`src/inc/fmd_pkg.sv`:
```
package fmd_pkg;

  // Register bus geometry
  localparam int ADDR_W = 8;
  localparam int DATA_W = 8;

  // Register offsets
  localparam logic [7:0] OFS_CTRL2 = 8'h00;
  localparam logic [7:0] OFS_EVENT_STATUS = 8'h01;
  localparam logic [7:0] OFS_EVENT_MASK = 8'h02;
  localparam logic [7:0] OFS_STATE = 8'h03;

  // Field layout of clock_gen_control_two
  localparam int LOL_SEL_BIT = 7;
  localparam int MFD_HI = 6;
  localparam int MFD_LO = 4;
  localparam int LOC_SEL_BIT = 3;
  localparam int RFD_HI = 2;
  localparam int RFD_LO = 0;
  localparam int FIELD_W = 3;

  // Event status and mask layout
  localparam int EVT_LOCK_LOSS = 0;
  localparam int EVT_CLOCK_LOSS = 1;
  localparam int EVT_UPDATE_DONE = 2;
  localparam int EVT_W = 3;

  // State register layout
  localparam int ST_MFD_BUSY = 0;
  localparam int ST_RFD_BUSY = 1;
  localparam int ST_RESET_REQ = 2;

  // Reset values
  localparam logic [7:0] CTRL2_RESET = 8'h00;
  localparam logic [2:0] EVT_RESET = 3'h0;
  localparam logic [2:0] FIELD_RESET = 3'h0;

  // Factor widths
  localparam int MULT_W = 5;
  localparam int DIV_W = 8;
  localparam int REF_W = 12;
  localparam int TARGET_W = REF_W + MULT_W;

  // Code 101 values
  localparam logic [4:0] MULT_CODE5 = 5'h0c;
  localparam logic [7:0] DIV_CODE5 = 8'h20;

  // Time for a field write to settle into the loop
  localparam int CLK_PERIOD_NS = 10;
  localparam int SETTLE_NS = 100;
  localparam int SETTLE_CYC = (SETTLE_NS + CLK_PERIOD_NS - 1) / CLK_PERIOD_NS;
  localparam int SETTLE_CNT_W = 4;

  // Update sequencer states
  typedef enum logic [1:0] {
    FMD_UPD_IDLE = 2'b01,
    FMD_UPD_WAIT = 2'b10
  } fmd_upd_state_t;

  // Multiplication factor for each code
  function automatic logic [4:0] mult_of(input logic [2:0] code);
    logic [4:0] n;
    n = 5'h04;
    case (code)
      3'h0: n = 5'h04;
      3'h1: n = 5'h06;
      3'h2: n = 5'h08;
      3'h3: n = 5'h0a;
      3'h4: n = 5'h0e;
      3'h5: n = MULT_CODE5;
      3'h6: n = 5'h10;
      default: n = 5'h12;
    endcase
    return n;
  endfunction

  // Division factor for each code
  function automatic logic [7:0] div_of(input logic [2:0] code);
    logic [7:0] r;
    r = 8'h01;
    case (code)
      3'h0: r = 8'h01;
      3'h1: r = 8'h02;
      3'h2: r = 8'h04;
      3'h3: r = 8'h08;
      3'h4: r = 8'h10;
      3'h5: r = DIV_CODE5;
      3'h6: r = 8'h40;
      default: r = 8'h80;
    endcase
    return r;
  endfunction

endpackage

```
`src/rtl/fmd_field_update.sv`:
```
`timescale 1ns/1ns
`default_nettype none

// Takes a new field value, holds it pending while the loop settles, then
// makes it effective; writes arriving while pending are dropped.
module fmd_field_update (
  input wire logic clk,
  input wire logic rst_b,
  input wire logic ce,
  input wire logic wr,
  input wire logic [2:0] wdata,
  output logic busy,
  output logic [2:0] pend,
  output logic [2:0] field,
  output logic done
);

  fmd_pkg::fmd_upd_state_t state;
  logic [3:0] cnt;
  wire logic accept;
  wire logic expire;

  // Only an idle sequencer takes a write
  assign accept = wr && (state == fmd_pkg::FMD_UPD_IDLE);
  assign expire = (state == fmd_pkg::FMD_UPD_WAIT) && (cnt == 4'h1);
  assign busy = (state == fmd_pkg::FMD_UPD_WAIT);

  // Sequencer, pending value and settle counter
  always_ff @(posedge clk or negedge rst_b)
  begin
    if (!rst_b)
    begin
      state <= fmd_pkg::FMD_UPD_IDLE;
      cnt <= 4'h0;
      pend <= fmd_pkg::FIELD_RESET;
      field <= fmd_pkg::FIELD_RESET;
      done <= 1'b0;
    end
    else if (ce)
    begin
      done <= expire;
      case (state)
        fmd_pkg::FMD_UPD_IDLE:
        begin
          if (accept)
          begin
            pend <= wdata;
            cnt <= fmd_pkg::SETTLE_CNT_W'(fmd_pkg::SETTLE_CYC);
            state <= fmd_pkg::FMD_UPD_WAIT;
          end
        end
        fmd_pkg::FMD_UPD_WAIT:
        begin
          cnt <= cnt - 4'h1;
          if (expire)
          begin
            field <= pend;
            state <= fmd_pkg::FMD_UPD_IDLE;
          end
        end
        default: state <= fmd_pkg::FMD_UPD_IDLE;
      endcase
    end
  end

endmodule

`default_nettype wire

```
`src/rtl/fmd_ctrl.sv`:
```
`timescale 1ns/1ns
`default_nettype none

// Overview of operation
// Lock-loss select: clear interrupt, set reset
// Lock-loss select matters only with flag set
// Multiply field codes map to factor N
// Multiply write ignored while earlier one pending
// Factor N scales reference into DCO target
// Software keeps N within DCO maximum
// Clock-loss select: clear interrupt, set reset
// Divide field codes map to factor R
// R divides the selected source clock
// Divide write ignored while earlier one pending
// Multiply code 101 gives twelve
// Divide code 101 gives thirty-two
module fmd_ctrl (
  input wire logic CLK_SYS,
  input wire logic RST_B,
  input wire logic CE,
  input wire logic [7:0] ADDR,
  input wire logic [7:0] WDATA,
  input wire logic WR,
  input wire logic RD,
  output logic [7:0] RDATA,
  input wire logic LOCK_LOSS,
  input wire logic CLOCK_LOSS,
  input wire logic [11:0] REF_COUNT,
  input wire logic SRC_TICK,
  output logic [4:0] FLL_FACTOR,
  output logic [7:0] DIV_FACTOR,
  output logic [16:0] DCO_TARGET,
  output logic OUT_TICK,
  output logic IRQ,
  output logic RESET_REQ
);

  // Software-visible state and the divider counter
  logic lock_loss_reset_select;
  logic clock_loss_reset_select;
  logic [2:0] evt_status;
  logic [2:0] evt_mask;
  logic [7:0] div_cnt;

  // Field sequencer outputs
  wire logic [2:0] fll_multiply_field;
  wire logic [2:0] output_divide_field;
  wire logic [2:0] mfd_pend;
  wire logic [2:0] rfd_pend;
  wire logic mfd_busy;
  wire logic rfd_busy;
  wire logic mfd_done;
  wire logic rfd_done;

  // Address decode
  wire logic sel_ctrl = (ADDR == fmd_pkg::OFS_CTRL2);
  wire logic sel_stat = (ADDR == fmd_pkg::OFS_EVENT_STATUS);
  wire logic sel_mask = (ADDR == fmd_pkg::OFS_EVENT_MASK);
  wire logic sel_state = (ADDR == fmd_pkg::OFS_STATE);
  wire logic wr_ctrl = WR && sel_ctrl;
  wire logic wr_stat = WR && sel_stat;
  wire logic wr_mask = WR && sel_mask;

  // Flags and requests
  wire logic lock_loss_status_flag = evt_status[fmd_pkg::EVT_LOCK_LOSS];
  wire logic clock_loss_flag = evt_status[fmd_pkg::EVT_CLOCK_LOSS];
  wire logic [2:0] evt_set;
  wire logic [2:0] evt_clr;
  wire logic [2:0] next_evt_status;
  wire logic [2:0] irq_route;
  wire logic next_irq;
  wire logic next_reset_req;

  // Register views
  wire logic [7:0] ctrl_view;
  wire logic [7:0] state_view;
  wire logic [7:0] next_rdata;

  // Divider terms
  wire logic [7:0] div_last;
  wire logic div_wrap;

  // Hardware sets win over a same-cycle write-one clear
  assign evt_set = {mfd_done | rfd_done, CLOCK_LOSS, LOCK_LOSS};
  assign evt_clr = wr_stat ? WDATA[fmd_pkg::EVT_W-1:0] : 3'h0;
  assign next_evt_status = (evt_status & ~evt_clr) | evt_set;

  // A loss event goes to reset when its select is set, otherwise to the interrupt
  assign irq_route = {1'b1, ~clock_loss_reset_select, ~lock_loss_reset_select};
  assign next_irq = |(evt_status & evt_mask & irq_route);
  // Lock-loss select only acts through the set flag
  assign next_reset_req = (lock_loss_status_flag && lock_loss_reset_select)
    || (clock_loss_flag && clock_loss_reset_select);

  // Read views
  assign ctrl_view = {lock_loss_reset_select, fll_multiply_field, clock_loss_reset_select, output_divide_field};
  assign state_view = {5'h00, RESET_REQ, rfd_busy, mfd_busy};
  assign next_rdata = !RD ? 8'h00 :
    sel_ctrl ? ctrl_view :
    sel_stat ? {5'h00, evt_status} :
    sel_mask ? {5'h00, evt_mask} :
    sel_state ? state_view : 8'h00;

  // Output divider runs on source ticks; R of one passes every tick
  assign div_last = DIV_FACTOR - 8'h01;
  assign div_wrap = (div_cnt >= div_last);

  // Multiply field update; a write while pending is dropped inside
  fmd_field_update u_mfd (
    .clk(CLK_SYS),
    .rst_b(RST_B),
    .ce(CE),
    .wr(wr_ctrl),
    .wdata(WDATA[fmd_pkg::MFD_HI:fmd_pkg::MFD_LO]),
    .busy(mfd_busy),
    .pend(mfd_pend),
    .field(fll_multiply_field),
    .done(mfd_done)
  );

  // Divide field update, same sequencing
  fmd_field_update u_rfd (
    .clk(CLK_SYS),
    .rst_b(RST_B),
    .ce(CE),
    .wr(wr_ctrl),
    .wdata(WDATA[fmd_pkg::RFD_HI:fmd_pkg::RFD_LO]),
    .busy(rfd_busy),
    .pend(rfd_pend),
    .field(output_divide_field),
    .done(rfd_done)
  );

  // Select bits take effect at once; they have no loop to settle
  always_ff @(posedge CLK_SYS or negedge RST_B)
  begin
    if (!RST_B)
    begin
      lock_loss_reset_select <= fmd_pkg::CTRL2_RESET[fmd_pkg::LOL_SEL_BIT];
      clock_loss_reset_select <= fmd_pkg::CTRL2_RESET[fmd_pkg::LOC_SEL_BIT];
    end
    else if (CE && wr_ctrl)
    begin
      lock_loss_reset_select <= WDATA[fmd_pkg::LOL_SEL_BIT];
      clock_loss_reset_select <= WDATA[fmd_pkg::LOC_SEL_BIT];
    end
  end

  // Event status, mask and the two request outputs
  always_ff @(posedge CLK_SYS or negedge RST_B)
  begin
    if (!RST_B)
    begin
      evt_status <= fmd_pkg::EVT_RESET;
      evt_mask <= fmd_pkg::EVT_RESET;
      IRQ <= 1'b0;
      RESET_REQ <= 1'b0;
    end
    else if (CE)
    begin
      evt_status <= next_evt_status;
      if (wr_mask)
        evt_mask <= WDATA[fmd_pkg::EVT_W-1:0];
      IRQ <= next_irq;
      RESET_REQ <= next_reset_req;
    end
  end

  // Read data stands one cycle after the strobe
  always_ff @(posedge CLK_SYS or negedge RST_B)
  begin
    if (!RST_B)
      RDATA <= 8'h00;
    else if (CE)
      RDATA <= next_rdata;
  end

  // Factors follow the effective fields; target is registered to keep the product off the output path
  always_ff @(posedge CLK_SYS or negedge RST_B)
  begin
    if (!RST_B)
    begin
      FLL_FACTOR <= fmd_pkg::mult_of(fmd_pkg::FIELD_RESET);
      DIV_FACTOR <= fmd_pkg::div_of(fmd_pkg::FIELD_RESET);
      DCO_TARGET <= 17'h00000;
    end
    else if (CE)
    begin
      FLL_FACTOR <= fmd_pkg::mult_of(fll_multiply_field);
      DIV_FACTOR <= fmd_pkg::div_of(output_divide_field);
      DCO_TARGET <= {5'h00, REF_COUNT} * {12'h000, FLL_FACTOR};
    end
  end

  // Divider counter; a factor change restarts nothing, the compare just moves
  always_ff @(posedge CLK_SYS or negedge RST_B)
  begin
    if (!RST_B)
    begin
      div_cnt <= 8'h00;
      OUT_TICK <= 1'b0;
    end
    else if (CE)
    begin
      OUT_TICK <= SRC_TICK && div_wrap;
      if (SRC_TICK)
        div_cnt <= div_wrap ? 8'h00 : div_cnt + 8'h01;
    end
  end
endmodule

`default_nettype wire

```
`config.mk`:
```
export PLATFORM = sky130hd
export DESIGN_NAME = fmd_ctrl
export DESIGN_NICKNAME = d
export VERILOG_FILES = /design/src/inc/fmd_pkg.sv /design/src/rtl/fmd_field_update.sv /design/src/rtl/fmd_ctrl.sv
export SDC_FILE = /design/constraint.sdc
export NUM_CORES = 1
export LEC_CHECK = 0
export ABC_AREA = 1
export BUFFER_PORTS_ARGS = -buffer_cell sky130_fd_sc_hd__buf_2
export CAP_MARGIN = 20
export CORE_ASPECT_RATIO = 0.6
export CORE_MARGIN = 4
export CORE_UTILIZATION = 40
export CTS_BUF_LIST = sky130_fd_sc_hd__clkbuf_4
export DETAILED_ROUTE_END_ITERATION = 10
export PLACE_DENSITY = 0.62
export RECOVER_POWER = 100
export SLEW_MARGIN = 15
export SYNTH_ARGS = -nofsm -noshare
export SYNTH_HDL_FRONTEND = slang
export SYNTH_HIERARCHICAL = 1
export SYNTH_SLANG_ARGS = --single-unit
```
`constraint.sdc`:
```
create_clock -name CLK_SYS -period 7.91 [get_ports CLK_SYS]
set_input_delay 0.3955 -clock CLK_SYS [delete_from_list [all_inputs] [get_ports CLK_SYS]]
set_output_delay 0.3955 -clock CLK_SYS [all_outputs]
set_load 0.02 [all_outputs]
```
==> results.ini <==
[yosys]
synth.avg_cell_area_sq_um = 7.77
synth-compound-area-share_pct = 8.41
mappedNetlistArea_sq_um = 5830
synth_cells = 751
synth_top_family_by_area = simple AND/OR/NAND/NOR gates
synth_fa_ha_area_share_pct = 16.6
muxShareOfSynthArea_pct = 0
synth_seq_cells = 81
yosys.area_share.simple_pct = 27.8
yosysWarnings = 6
synth_cell_types = 39
synth_xor_xnor_area_share_pct = 2.10
ys_seq_area_share_pct = 34.8

[grt]
track_usage_pct = 17.5
grt_first_pass_wirelength_um = 23100
grt_pass1_vias = 4438
antenna_found_initial = 0
grt_max_degree = 74
grt_overflow = 0

[clocking]
insertion_delay_ns = 0.46
cts.reportedPaths.clkPinSlew_ns = 0.12
cts-root-buf = clkbuf_4
ctsHoldBuffers = 1
h-tree-depth = 3
post_cts_buffers = 0
cts_resized = 0
cts_sinks = 81
clockBufferDepth = 2
cts_buffers = 9
cts_tree = built

[timing]
min_period_ns = 4.62
post-route-period-util_pct = 58.4
worst_slew_pin_slew_ns = 4.09
timing.fmax_ghz = 0.216
timing_hold_violations_final = 0
final-setup-viol-count = 0
worst_slack_ns = 3.29
relSlewSlack_pct = -172
fin_worst_skew_ns = 0.0388
grt_setup_unrepaired = false
slew_violations = 117
setup_tns_ns = 0

[placed_design]
dpl_worst_slack_ns = 4.29
dp_hpwl_um = 10500
numPortBuffers = 74
gp_congestion = 0.839

[floorplan]
die_area_sq_um = 16600
dieWidth_um = 164
coreArea_sq_um = 14000
die_h_um = 102
ios = 77
fp-row-count = 33
initial_utilization_pct = 41.8

[worst_setup_path]
crit_slowest_cell = clkbuf_1
critPathKind = in -> async
start_kind = input pin
crit_fanout = 73
reg2reg_depth = 14
path_common_cell = clkbuf_1
cp.arrival_ns = 4.23
max_stage_delay_ns = 2.89
cp-end-kind = async pin
worstPathCellList = dlygate4sd3_1 > clkbuf_1 > clkbuf_1
worstPathRequired_ns = 7.53

[final_layout]
diodes = 0
area_delta_synth_final_pct = 9.53
drive_gt1_share_pct = 10.1
final_nets = 927

[routing]
wl_per_cell_um = 13.3
vias = 4783
routed_wirelength_um = 13600
ant_nets = 0
vias_per_cell = 4.68
drc = 0
drtIter0Drc = 380
dr.pass1.iters = 5

[power_and_ir_drop]
power_density_nw_per_um2 = 151
p_int_uw = 647
vdd.ir_drop.worst_mv = 0.0709
p_clk_share_pct = 29.1
p_leak_uw = 0.00362
seq_power_share_pct = 48.5
combinationalPowerShare_pct = 22.4
power_switching_uw = 319
switching_share_pct = 33.1

[hold_path]
worstHoldPathCells = 3
hold_path_class = in -> reg

[run_status]
outcome = complete, but fails checks
violations = max-capacitance violations, max-slew violations

[flow_run]
maxCapViolCount = 2

per-stage QoR:
step	std cells	area (sq um)	power [uW]	hold slack [ns]	utilization, %
6_report	1023	6390	966	0.158	45.8
2_1_floorplan	752	5840	626	0.0999	-
5_1_grt	1023	6390	1040	0.110	45.8
3_3_place_gp	1006	6390	702	0.222	45.8
3_5_place_dp	1006	6390	703	0.222	45.8
4_1_cts	1023	6560	990	0.115	47.0
area by class of cell:
type	instances	area, sq um
fill	1495	7570
multi-input combinational	520	3100
sequential	81	2030
timing repair buffer	77	340
clock buffer	10	75.1
tap	192	240
inverter	137	515
clock inverter	6	83.8
kinds of logic after synthesis:
family / Yosys count
AO/OA/AOI/OAI: 84
flip-flops: 81
XOR/XNOR: 14
AND/OR/NAND/NOR: 355
other: 1
buffers and inverters: 151
adder cells (fa/ha/maj): 65
worst max-delay path, delay by kind of cell:
kind	cells	cell delay, ns
buffers and inverters	3	3.77
placed cells by master, fill, tap and decap left out, types with 4 or more instances in the layout:
cell        n
inv_1     132
ha_1       44
nor2_1     29
buf_2      36
o21ai_1     6
nor2_2      6
nand2_1   254
nand3_1    36
clkbuf_1   40
xor2_1     10
nand4_1     8
a21oi_1    30
o21ai_0    34
clkbuf_4   10
nand2_2     5
o22ai_1     6
inv_2       4
dfrtp_1    77
fa_1       21
xnor2_1     4
power groups by stage:
stage               registers, uW  logic [uW]  clock network [uW]
floorplan                     486         140                   0
global placement              477         225                   0
detailed placement            477         226                   0
CTS                           469         229                 292
global route                  474         252                 311
finish                        469         216                 281
sequential cells by signal, indices dropped and copies added, names as in the netlist, 2 cells and up:
signal,count
div_cnt,8
DCO_TARGET,16
u_mfd/cnt,4
RDATA,8
u_rfd/state,2
evt_status,3
u_mfd/pend,3
evt_mask,3
DIV_FACTOR,8
u_rfd/cnt,4
u_rfd/field,3
FLL_FACTOR,4
u_mfd/state,2
u_rfd/pend,3
u_mfd/field,3
layer usage:
layer  vias up  track usage (%)  wire length [um]
met2       117             22.8              4980
met4         0             3.48               104
met1      2164             28.7              7650
li1       2492                -                 -
met3        10             4.39               838
met5         -                0                 0
final timing paths:
kind,start,endpoint,slack [ns]
max,RST_B,evt_mask[1],3.29
min,CLOCK_LOSS,evt_status[1],0.16
max reg2reg,FLL_FACTOR[2],DCO_TARGET[16],4.07
min reg2reg,DCO_TARGET[3],DCO_TARGET[3],0.49
max in group CLK_SYS,FLL_FACTOR[2],DCO_TARGET[16],4.07
min in group asynchronous,RST_B,DCO_TARGET[5],0.38
synth_stat cells:
cell type	count	share of area (%)
nand2_1	252	16
inv_1	129	8.3
dfrtp_1	77	33
ha_1	44	9.4
nand3_1	34	2.9
a21oi_1	27	2.3
nor2_1	26	1.7
fa_1	21	7.2
o21ai_0	20	1.7
o21ai_1	15	1.3
xor2_1	10	1.5
inv_2	7	0.45
nand2_2	6	0.64
nand4_1	6	0.64
nor2_2	6	0.64
nor2_4	6	1.2
o22ai_1	6	0.64
buf_2	5	0.43
clkbuf_1	5	0.32
nand3_2	5	0.86
o21ai_2	5	0.75
a21oi_2	4	0.60
dfstp_2	4	1.8
xnor2_1	4	0.60
buf_4	3	0.39
nand3_4	3	0.90
nor3_1	3	0.26
nor3_2	3	0.51
a21boi_2	2	0.39
nand2_4	2	0.39
nand4_4	2	0.73
o2111ai_1	2	0.30
a21o_1	1	0.13
a32oi_1	1	0.15
buf_6	1	0.19
clkinv_2	1	0.086
conb_1	1	0.064
nor4_2	1	0.21
o31ai_1	1	0.13
Note: power is estimated with default switching activity, not from simulation.
